## src/sbgt_pkg.sv

```systemverilog
`default_nettype none

package sbgt_pkg;

    // ------------------------------------------------------------
    // Register addresses on the special function register port
    // ------------------------------------------------------------
    localparam logic [7:0] ADDR_CTRL = 8'h98;    // Serial control and flags
    localparam logic [7:0] ADDR_RELOAD = 8'h9A;  // Generator reload value
    localparam logic [7:0] ADDR_COUNT = 8'h9B;   // Generator counter
    localparam logic [7:0] ADDR_CFG = 8'h9C;     // Port configuration

    // ------------------------------------------------------------
    // Values after reset
    // ------------------------------------------------------------
    localparam logic [7:0] RST_CFG = 8'h20;      // Bit order control starts at 1
    localparam logic [7:0] RST_CTRL = 8'h00;
    localparam logic [7:0] RST_RELOAD = 8'h00;
    localparam logic [7:0] RST_COUNT = 8'h00;
    localparam logic [7:0] RD_UNMAPPED = 8'h00;  // Answer to an unknown address

    // ------------------------------------------------------------
    // Cycle counts of the fixed dividers
    // ------------------------------------------------------------
    localparam int DIV_SYS12 = 12;               // Slow shift rate and count clock
    localparam int DIV_SYS4 = 4;                 // Fast shift rate
    localparam int DIV_M2_LO = 64;               // Mode 2, rate select clear
    localparam int DIV_M2_HI = 192;              // Mode 2, rate select set
    localparam int SAMPLES_PER_BIT = 16;         // Oversampling of modes 1 and 3
    localparam logic [7:0] GEN_MAX = 8'hFF;      // Counter value before rollover

    // ------------------------------------------------------------
    // Serial operating modes {mode bit 2, mode bit 0, mode bit 1}
    // ------------------------------------------------------------
    typedef enum logic [2:0] {
        SBGT_SHIFT = 3'b000,
        SBGT_UART8 = 3'b001,
        SBGT_UART9_FIX = 3'b010,
        SBGT_UART9_VAR = 3'b011,
        SBGT_SPI_MASTER = 3'b100,
        SBGT_RSVD5 = 3'b101,
        SBGT_RSVD6 = 3'b110,
        SBGT_RSVD7 = 3'b111
    } sbgt_mode_e;

    // ------------------------------------------------------------
    // Register layouts, bit 7 first
    // ------------------------------------------------------------
    typedef struct packed {
        logic mode_b2;           // Mode bit 2
        logic mode0_rate_select; // Mode 0/2/4 rate select
        logic bit_order_ctl;     // Bit order, or timer width in timer mode
        logic gen_run;           // Generator run
        logic double_rate_en;    // Double baud rate
        logic gen_clk_select;    // 0: clock/12, 1: clock
        logic clk_out_en;        // Clock output enable
        logic timer_mode_en;     // Timer mode
    } sbgt_cfg_s;

    typedef struct packed {
        logic mode_b0;           // Mode bit 0
        logic mode_b1;           // Mode bit 1
        logic addr_match_en;     // Address recognition enable
        logic rx_enable;         // Receive enable
        logic tx_ninth_bit;      // Ninth transmit bit
        logic rx_ninth_bit;      // Ninth received bit
        logic tx_flag;           // Transmit flag
        logic rx_flag;           // Receive flag
    } sbgt_ctrl_s;

endpackage

`default_nettype wire

```

## src/sbgt_sync.sv

```systemverilog
`timescale 1ns/10ps
`default_nettype none

// Two flip-flop synchroniser for pin levels
module sbgt_sync
#(
    parameter int WIDTH = 1
)
(
    input wire logic clk,
    input wire logic rst,
    input wire logic [WIDTH-1:0] async_in,
    output logic [WIDTH-1:0] sync_out
);

    // First stage, read only by the second stage
    logic [WIDTH-1:0] meta;

    // --------------------------------------------------------
    // Synchroniser stages
    // --------------------------------------------------------
    always_ff @(posedge clk or posedge rst)
    begin
        if (rst)
        begin
            meta <= '1;
            sync_out <= '1;
        end
        else
        begin
            meta <= async_in;
            sync_out <= meta;
        end
    end

endmodule // sbgt_sync

`default_nettype wire

```

## src/sbgt_tick_div.sv

```systemverilog
`timescale 1ns/10ps
`default_nettype none

// Free running divider giving one pulse every DIV clocks
module sbgt_tick_div
#(
    parameter int DIV = 12
)
(
    input wire logic clk,
    input wire logic rst,
    output logic tick
);

    localparam int CW = $clog2(DIV);
    localparam logic [CW-1:0] LAST = CW'(DIV - 1);

    // Cycle counter
    logic [CW-1:0] cnt;
    wire at_last = (cnt == LAST);

    // --------------------------------------------------------
    // Counter and registered pulse
    // --------------------------------------------------------
    always_ff @(posedge clk or posedge rst)
    begin
        if (rst)
        begin
            cnt <= '0;
            tick <= 1'b0;
        end
        else
        begin
            cnt <= at_last ? '0 : cnt + CW'(1);
            tick <= at_last;
        end
    end

endmodule // sbgt_tick_div

`default_nettype wire

```

## src/sbgt_core.sv

```systemverilog
`timescale 1ns/10ps
`default_nettype none

// Functional notes
// - Mode 0/4 shift clock: /12 or /4
// - Mode 2 uses /32,/64 or /96,/192
// - Bit order MSB/LSB first; resets to 1
// - Timer mode: order bit selects 16/8-bit
// - Counter runs only while run bit set
// - Double-rate bit doubles mode 1/2/3 baud rate
// - Count clock: system/12 or system clock
// - Clock pin driven only when enabled
// - Timer mode disables port, detects receive pin
// - 8-bit up-counter reloads on overflow
// - Overflow times modes 1/3, sixteen samples
// - Reload write loads counter when stopped
// - Clock output toggles each overflow
// - Overflow toggle always feeds peripherals
// - Mode 2 rate: clock*2^double over 64/192
// - Mode 1/3: 2^double/32 of overflow rate
// - Timer mode: overflow and detector set flags
// - Receive detector edge chosen by ninth bit
// - Power-down: level detector may wake processor
// - Timer 1 overflow cascades for 16 bits
// - Clock output enable masks detector interrupt
module sbgt_core
(
    input wire logic clk,
    input wire logic rst,
    input wire logic [7:0] sfr_addr,
    input wire logic sfr_wr,
    input wire logic sfr_rd,
    input wire logic [7:0] sfr_wdata,
    output logic [7:0] sfr_rdata,
    input wire logic t1_overflow,
    input wire logic eng_tx_done,
    input wire logic eng_rx_done,
    input wire logic eng_rx_ninth,
    input wire logic power_down,
    input wire logic serial_irq_en,
    input wire logic rx_pin,
    output logic gen_overflow,
    output logic periph_clk,
    output logic gen_clk_out,
    output logic gen_clk_out_oe,
    output logic bit_tick,
    output logic sample_tick,
    output logic lsb_first,
    output logic serial_en,
    output logic [2:0] serial_mode,
    output logic serial_irq_req,
    output logic wake_req
);

    // ------------------------------------------------------------
    // Registers
    // ------------------------------------------------------------
    sbgt_pkg::sbgt_cfg_s cfg;        // Port configuration
    sbgt_pkg::sbgt_ctrl_s ctrl;      // Serial control and flags
    logic [7:0] reload_reg;          // Reload value
    logic [7:0] gen_counter;         // Generator counter
    logic gen_toggle;                // Overflow divided by two
    logic ovf_half;                  // Overflow pair phase
    logic [3:0] samp_cnt;            // Samples within a bit
    logic [7:0] fix_cnt;             // Fixed rate divider
    logic rx_prev;                   // Previous receive pin level

    // ------------------------------------------------------------
    // Register decode
    // ------------------------------------------------------------
    wire wr_ctrl = sfr_wr && (sfr_addr == sbgt_pkg::ADDR_CTRL);
    wire wr_reload = sfr_wr && (sfr_addr == sbgt_pkg::ADDR_RELOAD);
    wire wr_count = sfr_wr && (sfr_addr == sbgt_pkg::ADDR_COUNT);
    wire wr_cfg = sfr_wr && (sfr_addr == sbgt_pkg::ADDR_CFG);
    wire sbgt_pkg::sbgt_ctrl_s wctrl = sbgt_pkg::sbgt_ctrl_s'(sfr_wdata);

    // Read data selection
    wire [7:0] rd_sel =
        (sfr_addr == sbgt_pkg::ADDR_CTRL) ? ctrl :
        (sfr_addr == sbgt_pkg::ADDR_RELOAD) ? reload_reg :
        (sfr_addr == sbgt_pkg::ADDR_COUNT) ? gen_counter :
        (sfr_addr == sbgt_pkg::ADDR_CFG) ? cfg :
        sbgt_pkg::RD_UNMAPPED;

    // ------------------------------------------------------------
    // Mode decode
    // ------------------------------------------------------------
    wire timer_on = cfg.timer_mode_en;
    wire timer16 = timer_on && !cfg.bit_order_ctl;
    wire sbgt_pkg::sbgt_mode_e mode =
        sbgt_pkg::sbgt_mode_e'({cfg.mode_b2, ctrl.mode_b0, ctrl.mode_b1});
    wire var_mode = (mode == sbgt_pkg::SBGT_UART8) ||
                    (mode == sbgt_pkg::SBGT_UART9_VAR);
    wire shift_mode = (mode == sbgt_pkg::SBGT_SHIFT) ||
                      (mode == sbgt_pkg::SBGT_SPI_MASTER);
    wire fix2_mode = (mode == sbgt_pkg::SBGT_UART9_FIX);

    // ------------------------------------------------------------
    // Count clock selection
    // ------------------------------------------------------------
    wire pre12_tick;

    // System clock divided by twelve
    sbgt_tick_div #(
        .DIV(sbgt_pkg::DIV_SYS12)
    ) u_pre12 (
        .clk(clk),
        .rst(rst),
        .tick(pre12_tick)
    );

    // Timer 1 overflow in the cascaded timer, else the selected clock
    wire count_src = timer16 ? t1_overflow :
                     (cfg.gen_clk_select ? 1'b1 : pre12_tick);
    wire count_en = cfg.gen_run && count_src;
    wire ovf = count_en && (gen_counter == sbgt_pkg::GEN_MAX);

    // ------------------------------------------------------------
    // Generator counter and reload
    // ------------------------------------------------------------
    wire [7:0] next_counter =
        wr_count ? sfr_wdata :
        (wr_reload && !cfg.gen_run) ? sfr_wdata :
        ovf ? reload_reg :
        count_en ? gen_counter + 8'h01 :
        gen_counter;

    // Counter, reload value and configuration
    always_ff @(posedge clk or posedge rst)
    begin
        if (rst)
        begin
            cfg <= sbgt_pkg::sbgt_cfg_s'(sbgt_pkg::RST_CFG);
            reload_reg <= sbgt_pkg::RST_RELOAD;
            gen_counter <= sbgt_pkg::RST_COUNT;
        end
        else
        begin
            if (wr_cfg)
            begin
                cfg <= sbgt_pkg::sbgt_cfg_s'(sfr_wdata);
            end
            if (wr_reload)
            begin
                reload_reg <= sfr_wdata;
            end
            gen_counter <= next_counter;
        end
    end

    // ------------------------------------------------------------
    // Overflow toggle and clock output
    // ------------------------------------------------------------
    always_ff @(posedge clk or posedge rst)
    begin
        if (rst)
        begin
            gen_toggle <= 1'b0;
            gen_overflow <= 1'b0;
        end
        else
        begin
            gen_overflow <= ovf;
            if (ovf)
            begin
                gen_toggle <= !gen_toggle;
            end
        end
    end

    // Peripheral clock runs whatever the serial engine does
    assign periph_clk = gen_toggle;
    assign gen_clk_out = gen_toggle;
    assign gen_clk_out_oe = cfg.clk_out_en;

    // ------------------------------------------------------------
    // Variable rate timing for modes 1 and 3
    // ------------------------------------------------------------
    // Sixteen samples per bit; a sample every second overflow,
    // or every overflow when the rate is doubled
    wire next_sample = var_mode && !timer_on && ovf &&
                       (cfg.double_rate_en || ovf_half);
    wire samp_last = (samp_cnt == 4'(sbgt_pkg::SAMPLES_PER_BIT - 1));

    // Sample phase and sample counter
    always_ff @(posedge clk or posedge rst)
    begin
        if (rst)
        begin
            ovf_half <= 1'b0;
            samp_cnt <= 4'h0;
        end
        else
        begin
            if (ovf)
            begin
                ovf_half <= !ovf_half;
            end
            if (next_sample)
            begin
                samp_cnt <= samp_last ? 4'h0 : samp_cnt + 4'h1;
            end
        end
    end

    // ------------------------------------------------------------
    // Fixed rate timing for modes 0, 2 and 4
    // ------------------------------------------------------------
    // Mode 2 divisor halves when the rate is doubled
    wire [7:0] m2_div = cfg.mode0_rate_select ?
        8'(sbgt_pkg::DIV_M2_HI) : 8'(sbgt_pkg::DIV_M2_LO);
    wire [7:0] m2_limit = cfg.double_rate_en ? {1'b0, m2_div[7:1]} : m2_div;
    wire [7:0] shift_limit = cfg.mode0_rate_select ?
        8'(sbgt_pkg::DIV_SYS4) : 8'(sbgt_pkg::DIV_SYS12);
    wire [7:0] fix_limit = fix2_mode ? m2_limit : shift_limit;
    wire fix_run = serial_en && (shift_mode || fix2_mode);
    wire fix_hit = fix_run && (fix_cnt >= fix_limit - 8'h01);

    // Fixed divider restarts when the mode leaves fixed rates
    always_ff @(posedge clk or posedge rst)
    begin
        if (rst)
        begin
            fix_cnt <= 8'h00;
        end
        else if (!fix_run || fix_hit)
        begin
            fix_cnt <= 8'h00;
        end
        else
        begin
            fix_cnt <= fix_cnt + 8'h01;
        end
    end

    // ------------------------------------------------------------
    // Engine strobes
    // ------------------------------------------------------------
    always_ff @(posedge clk or posedge rst)
    begin
        if (rst)
        begin
            sample_tick <= 1'b0;
            bit_tick <= 1'b0;
        end
        else
        begin
            sample_tick <= next_sample;
            bit_tick <= (next_sample && samp_last) || fix_hit;
        end
    end

    assign serial_en = !timer_on;
    assign lsb_first = !timer_on && cfg.bit_order_ctl;
    assign serial_mode = mode;

    // ------------------------------------------------------------
    // Receive pin change detector
    // ------------------------------------------------------------
    wire rx_s;

    // Pin level into the clock domain
    sbgt_sync #(
        .WIDTH(1)
    ) u_rx_sync (
        .clk(clk),
        .rst(rst),
        .async_in(rx_pin),
        .sync_out(rx_s)
    );

    // Previous level for edge finding
    always_ff @(posedge clk or posedge rst)
    begin
        if (rst)
        begin
            rx_prev <= 1'b1;
        end
        else
        begin
            rx_prev <= rx_s;
        end
    end

    wire rx_fall = rx_prev && !rx_s;
    wire rx_rise = !rx_prev && rx_s;
    wire rx_edge = ctrl.rx_ninth_bit ? rx_rise : rx_fall;
    wire rx_level = (rx_s == ctrl.rx_ninth_bit);
    wire det_arm = timer_on && ctrl.rx_enable;
    wire det_hit = det_arm && (power_down ? rx_level : rx_edge);

    // ------------------------------------------------------------
    // Serial control and flags
    // ------------------------------------------------------------
    wire tx_set = timer_on ? ovf : eng_tx_done;
    wire rx_set = timer_on ? det_hit : eng_rx_done;
    wire rb8_load = !timer_on && eng_rx_done;

    // Flags: a hardware set wins over a software clear
    always_ff @(posedge clk or posedge rst)
    begin
        if (rst)
        begin
            ctrl <= sbgt_pkg::sbgt_ctrl_s'(sbgt_pkg::RST_CTRL);
        end
        else
        begin
            if (wr_ctrl)
            begin
                ctrl <= wctrl;
            end
            if (rb8_load)
            begin
                ctrl.rx_ninth_bit <= eng_rx_ninth;
            end
            ctrl.tx_flag <= (wr_ctrl ? wctrl.tx_flag : ctrl.tx_flag) || tx_set;
            ctrl.rx_flag <= (wr_ctrl ? wctrl.rx_flag : ctrl.rx_flag) || rx_set;
        end
    end

    // ------------------------------------------------------------
    // Interrupt request and wake-up
    // ------------------------------------------------------------
    // Timer mode gates each flag by its own enable
    wire tmr_tx_irq = ctrl.tx_flag && ctrl.tx_ninth_bit;
    wire tmr_rx_irq = ctrl.rx_flag && ctrl.rx_enable && !cfg.clk_out_en;
    assign serial_irq_req = timer_on ? (tmr_tx_irq || tmr_rx_irq) :
                            (ctrl.tx_flag || ctrl.rx_flag);

    // Level detector wakes the processor in power-down
    assign wake_req = power_down && serial_irq_en && det_arm &&
                      !cfg.clk_out_en && rx_level;

    // ------------------------------------------------------------
    // Read data register
    // ------------------------------------------------------------
    always_ff @(posedge clk or posedge rst)
    begin
        if (rst)
        begin
            sfr_rdata <= 8'h00;
        end
        else if (sfr_rd)
        begin
            sfr_rdata <= rd_sel;
        end
    end

endmodule // sbgt_core

`default_nettype wire

```

## config.mk

```make
export PLATFORM = sky130hd
export DESIGN_NAME = sbgt_core
export DESIGN_NICKNAME = d
export VERILOG_FILES = /design/src/sbgt_pkg.sv /design/src/sbgt_sync.sv /design/src/sbgt_tick_div.sv /design/src/sbgt_core.sv
export SDC_FILE = /design/constraint.sdc
export NUM_CORES = 1
export LEC_CHECK = 0
export BUFFER_PORTS_ARGS = -buffer_cell sky130_fd_sc_hd__buf_2
export CAP_MARGIN = 30
export CELL_PAD_IN_SITES_DETAIL_PLACEMENT = 0
export CELL_PAD_IN_SITES_GLOBAL_PLACEMENT = 1
export CORE_UTILIZATION = 29
export DETAILED_ROUTE_END_ITERATION = 8
export GPL_TIMING_DRIVEN = 0
export PLACE_DENSITY_LB_ADDON = 0.1
export SLEW_MARGIN = 20
export SYNTH_ARGS = -nofsm -noshare
export SYNTH_HDL_FRONTEND = slang
export SYNTH_SLANG_ARGS = --single-unit
```

## constraint.sdc

```tcl
create_clock -name clk -period 2.7 [get_ports clk]
set_input_delay 0.54 -clock clk [delete_from_list [all_inputs] [get_ports clk]]
set_output_delay 0.54 -clock clk [all_outputs]
set_load 0.05 [all_outputs]
```

Word level (Yosys, flattened, before mapping)
Index checks and enable logic that the tools add are counted.
- equality and inequality tests: 12
- magnitude comparators: 1
- reductions and logical operators: 49
- muxes and demuxes: 26
- add/subtract/negate cells: 5
- operators by type and width (operator ; number):
    $mux 8 ; 12
    $eq 8x8->1 const B ; 5
    $logic_and 1x1->1 ; 27
    $add 8x1->8 const B ; 2
    $mux 4 ; 3
    $logic_or 1x1->1 ; 10
    $mux 1 ; 10
    $logic_not 1->1 ; 9
    $add 4x1->4 const B ; 2
    $eq 4x4->1 const B ; 2
    $ge 8x8->1 ; 1
    $sub 8x1->8 const B ; 1
    $eq 3x2->1 const B ; 2
    $reduce_bool 4->1 ; 1
    $eq 3x1->1 const B ; 1
    $eq 3x3->1 const B ; 1
    $logic_not 3->1 ; 1
    $mux 3 ; 1
    $reduce_bool 2->1 ; 1
    $eq 1x1->1 ; 1
- register bits after elaboration: 65
- logic and storage cells: 124
- output and inout bits: 21

Logic depth before layout (Yosys ltp)
- depth in word-level cells: 9
- mapped depth: 10

Hierarchy
Synthesis repeated with hierarchy kept, for this count alone.
- cell total of the unflattened synthesis: 350
- area total of the unflattened synthesis: 3589.7 µm²
- by module, submodules not included (module ; area each (µm²) ; times used ; seq. area each (µm²) ; cells each):
    sbgt_core ; 3324.4 ; 1 ; 1453.9 ; 331
    sbgt_tick_div ; 209.0 ; 1 ; 125.1 ; 16
    sbgt_sync ; 56.3 ; 1 ; 52.6 ; 3

Worst setup path after synthesis
Ideal clock, no wire load.
- kind: flip-flop to output port
- from: reg u_rx_sync.sync_out
- to: out wake_req
- stages on the path, launching flop included: 4
- arrival: 1809 ps
- data required time: 2160 ps
- setup slack: 351 ps
- path buffers: 0
- path through: dfstp_2 > xnor2_1 > nand3_1 > nor3_1
- cells in the longest elaborated chain, start to end: 2
- RTL lines (item ; line ; text):
    from (decl) ; sbgt_sync.sv:13 ; output logic [WIDTH-1:0] sync_out
    from (signal assigned) ; sbgt_sync.sv:32 ; sync_out <= meta;
    $eq 1x1->1 ; sbgt_core.sv:288 ; wire rx_level = (rx_s == ctrl.rx_ninth_bit);
    $logic_and 1x1->1 ; sbgt_core.sv:332 ; !cfg.clk_out_en && rx_level;
    to (decl) ; sbgt_core.sv:52 ; output logic wake_req
Every way passes these cells.

Final worst setup path
- from: reg ctrl, in the netlist serial_mode[0]
- to: reg fix_cnt[3]
- cells in the longest elaborated chain, start to end: 7
- RTL lines (item ; line ; text):
    from (decl) ; sbgt_core.sv:59 ; sbgt_pkg::sbgt_ctrl_s ctrl;
    from (signal assigned) ; sbgt_core.sv:304 ; ctrl <= sbgt_pkg::sbgt_ctrl_s'(sbgt_pkg::RST_CTRL);
    from (signal assigned) ; sbgt_core.sv:310 ; ctrl <= wctrl;
    $eq 3x2->1, or another cell as far along ; sbgt_core.sv:96 ; wire fix2_mode = (mode == sbgt_pkg::SBGT_UART9_FIX);
    $mux 8 or $logic_or 1x1->1 (tied branches) ; sbgt_core.sv:215, sbgt_core.sv:94 ;
    $sub 8x1->8 or $logic_or 1x1->1 (tied branches) ; sbgt_core.sv:217, sbgt_core.sv:216 ;
    $ge 8x8->1 or $logic_and 1x1->1 (tied branches) ; sbgt_core.sv:217, sbgt_core.sv:216 ;
    $logic_and 1x1->1 or $logic_not 1->1 (tied branches) ; sbgt_core.sv:217, sbgt_core.sv:226 ;
    $logic_or 1x1->1 (*) ; sbgt_core.sv:226 ; else if (!fix_run || fix_hit)
    $mux 8 (*) ; sbgt_core.sv:226 ;
    to (signal assigned) ; sbgt_core.sv:232 ; fix_cnt <= fix_cnt + 8'h01;
    to (decl) ; sbgt_core.sv:65 ; logic [7:0] fix_cnt;
Every way passes the cells marked *; elsewhere a longest branch is shown, timed or not.
A chain may end at the register's enable or synchronous reset.

==> impl_metrics.env <==
export IMPL_status="finished clean"
export IMPL_required_ns=2.90
export IMPL_arrival_ns=2.59
export IMPL_finalClockSkew_ns=0.00800
export IMPL_wl_per_cell_um=17.3
export IMPL_clockRootBuffer="clkbuf_16"
export IMPL_end_kind="flip-flop"
export IMPL_drive_above_1_share_pct=28.2
export IMPL_yosys_area_top_type="dfrtp_1"
export IMPL_synth_edf_count=0
export IMPL_drtAntennaViolNets=0
export IMPL_netlist_area_um2=3610
export IMPL_post_cts_buffers=0
export IMPL_drc=0
export IMPL_dp_cells=552
export IMPL_synth_main_ff_cell="dfrtp_1"
export IMPL_fin_cells=568
export IMPL_path_clk_slew_ns=0.05
export IMPL_crit_fanout=8
export IMPL_hold_path_class="input port to asynchronous set/reset pin"
export IMPL_layout_min_cycle_time_ns=2.39
export IMPL_synth_area_top_cells="dfrtp_1 42%, mux2_2 4.1%, ha_1 3.8%"
export IMPL_r2r_slack_ns=0.31
export IMPL_syn_area_per_cell_um2=10.7
export IMPL_nets=433
export IMPL_initial_core_util_pct=29.9
export IMPL_hpwl_um=7120
export IMPL_vias=2825
export IMPL_ys_warnings_count=0
export IMPL_syn_to_final_growth_pct=21.4
export IMPL_track_usage_pct=16.8
export IMPL_row_count=40
export IMPL_fp_coreArea_um2=12100
export IMPL_slew_viol_final=0
export IMPL_rsz0062_at_grt="no"
export IMPL_ys_async_sr_fraction_pct=100
export IMPL_fp_dieH_um=114
export IMPL_cap_viol_max_count=0
export IMPL_path_class="flip-flop to flip-flop"
export IMPL_p_leak_uw=0.00202
export IMPL_multiInputGateArea_um2=1810
export IMPL_numClockSinks=65
export IMPL_synth_most_common_cell="dfrtp_1"
export IMPL_grt_pass1_vias=2856
export IMPL_io_pin_count=48
export IMPL_first_iter_violations=110
export IMPL_setup_viol=0
export IMPL_die_area_um2=12900
export IMPL_cts_tree="yes"
export IMPL_synth_top_area_share_pct=42.3
export IMPL_grt_ovfl_total=0
export IMPL_synth_seq_area_share_pct=45.2
export IMPL_crit_reg2reg_capture="fix_cnt[3]$_DFF_PP0_"
export IMPL_slew_limit_headroom_pct=59.0
export IMPL_yosys_top_cells_count="61 x dfrtp_1, 24 x nor2_1, 22 x inv_1"
export IMPL_worst_pin_slew_ns=0.611
export IMPL_cts_path_max_buffers=2
export IMPL_synth_seq_cells=65
export IMPL_ir_worst_vdd_uv=469
export IMPL_ff_latch_area_um2=1630
export IMPL_grt_pass1_wl_um=16000
export IMPL_power_density_nw_per_um2=655
export IMPL_rr_worst_depth=10
export IMPL_r2r_start="serial_mode[0]$_DFFE_PP0P_"
export IMPL_clk_latency_ns=0.34
export IMPL_max_freq_ghz=0.419
export IMPL_synth_cell_types=65
export IMPL_dr_pass1_iters=4
export IMPL_die_width_um=114
export IMPL_antenna_found_initial=0
export IMPL_fillCellCount=1256
export IMPL_place_congestion=0.771
export IMPL_drt_wl_total_um=9810
export IMPL_synth_net_count=376
export IMPL_htreeDepth=3
export IMPL_synth_cells=338
export IMPL_io_buffers=45
export IMPL_timing_hold_ws_ns=0.135
export IMPL_start_kind="flip-flop"
export IMPL_final_hold_viol_count=0
export IMPL_fin_crit_sh_pct=88.4
export IMPL_cts_buffers=9
export IMPL_vias_per_cell=4.97
export IMPL_n_antenna_cell=0
export IMPL_grt_max_degree=52
## where the power goes
part           switching, µW  internal, µW
clock network            429           762
logic                    314           210
registers               95.1          1060
total                    838          2030
## cell families after synthesis
family / count (synthesis) / share of synthesized area (%)
simple gates: 104 / 16.5
compound gates: 75 / 16.7
flops: 65 / 45.2
xor+xnor: 12 / 2.91
buf+inv: 39 / 4.92
fa+ha+maj: 11 / 3.81
mux: 32 / 9.94
## routing by layer
layer / global-route usage [%] / share of wire, % / vias up
li1: - / - / 1350
met1: 21.6 / 46 / 1405
met2: 27.0 / 49 / 63
met3: 5.31 / 4.7 / 7
met4: 4.91 / 1.0 / 0
met5: 0 / 0 / -
## cells in the final DEF (no fill, tap or decap), types with 3 or more instances in the layout
cell and n:
clkbuf_2 3, buf_4 6, ha_1 11, nand4_1 7, a21o_1 4, nor3_1 4
buf_2 49, clkbuf_16 9, dfrtp_1 61, o211ai_1 4, a31oi_1 6, a21oi_1 9
a22oi_1 5, and3_1 7, nand3_1 20, xnor2_1 3, clkbuf_1 6, xor2_1 9
o32ai_1 4, nand2b_1 8, and2_1 3, inv_1 21, mux2i_1 7, nand2_1 14
mux2_1 10, o21ai_0 6, dfstp_2 4, a31o_2 4, mux2_2 13, a211oi_1 3
a221oi_1 4, nor2_1 24, o2bb2ai_1 7
## worst max path at each step
stage                            startpoint                         to  slack [ns]  cells past startpoint
2_1_floorplan  u_rx_sync.sync_out$_DFF_PP1_                   wake_req        0.35                      3
3_3_place_gp                            rst  reload_reg[0]$_DFFE_PP0P_       -0.48                      2
3_5_place_dp     serial_mode[0]$_DFFE_PP0P_       fix_cnt[3]$_DFF_PP0_        0.03                     10
4_1_cts          serial_mode[0]$_DFFE_PP0P_       fix_cnt[3]$_DFF_PP0_       0.005                     10
5_1_grt          serial_mode[0]$_DFFE_PP0P_       fix_cnt[4]$_DFF_PP0_        0.04                     10
6_report         serial_mode[0]$_DFFE_PP0P_       fix_cnt[3]$_DFF_PP0_        0.31                     10
## area by class of cell
| class | instances | area share (%) |
|---|---|---|
| multi-input cells | 234 | 41.3 |
| flip-flops and latches | 65 | 37.2 |
| clock buffers | 13 | 5.94 |
| repair buffers | 46 | 5.77 |
| well taps | 168 | 4.80 |
| plain buffers | 17 | 2.17 |
| inverters | 22 | 1.94 |
| clock inverters | 3 | 0.914 |
## metrics by stage
stage                     setup TNS (ns)  setup WS [ns]  cell area (µm²)  total power [µW]  util, %
after detailed placement               0         0.0272             4080              1700     33.8
final                                  0          0.313             4380              2870     36.3
after global placement            -29.14         -0.483             4050              1680     33.5
after floorplan                        0          0.351             3610              1530        -
after CTS                              0        0.00485             4380              2920     36.3
after global routing                   0         0.0435             4380              3040     36.3
## worst max-delay path, cell delays in order (launching register included)
cell and delay [ns]:
dfrtp_1 0.46, nor2_1 0.17, nand2_1 0.10, inv_1 0.11, nand2_1 0.06, ha_1 0.21
xor2_1 0.18, ha_1 0.31, nand4_1 0.14, o2111ai_2 0.40, nor2_1 0.10
## timing repair
action                     CTS  global route
hold buffers                 0             0
resized for setup            0             1
setup endpoints to repair    0             8
Power figures use the tool's default switching activity.
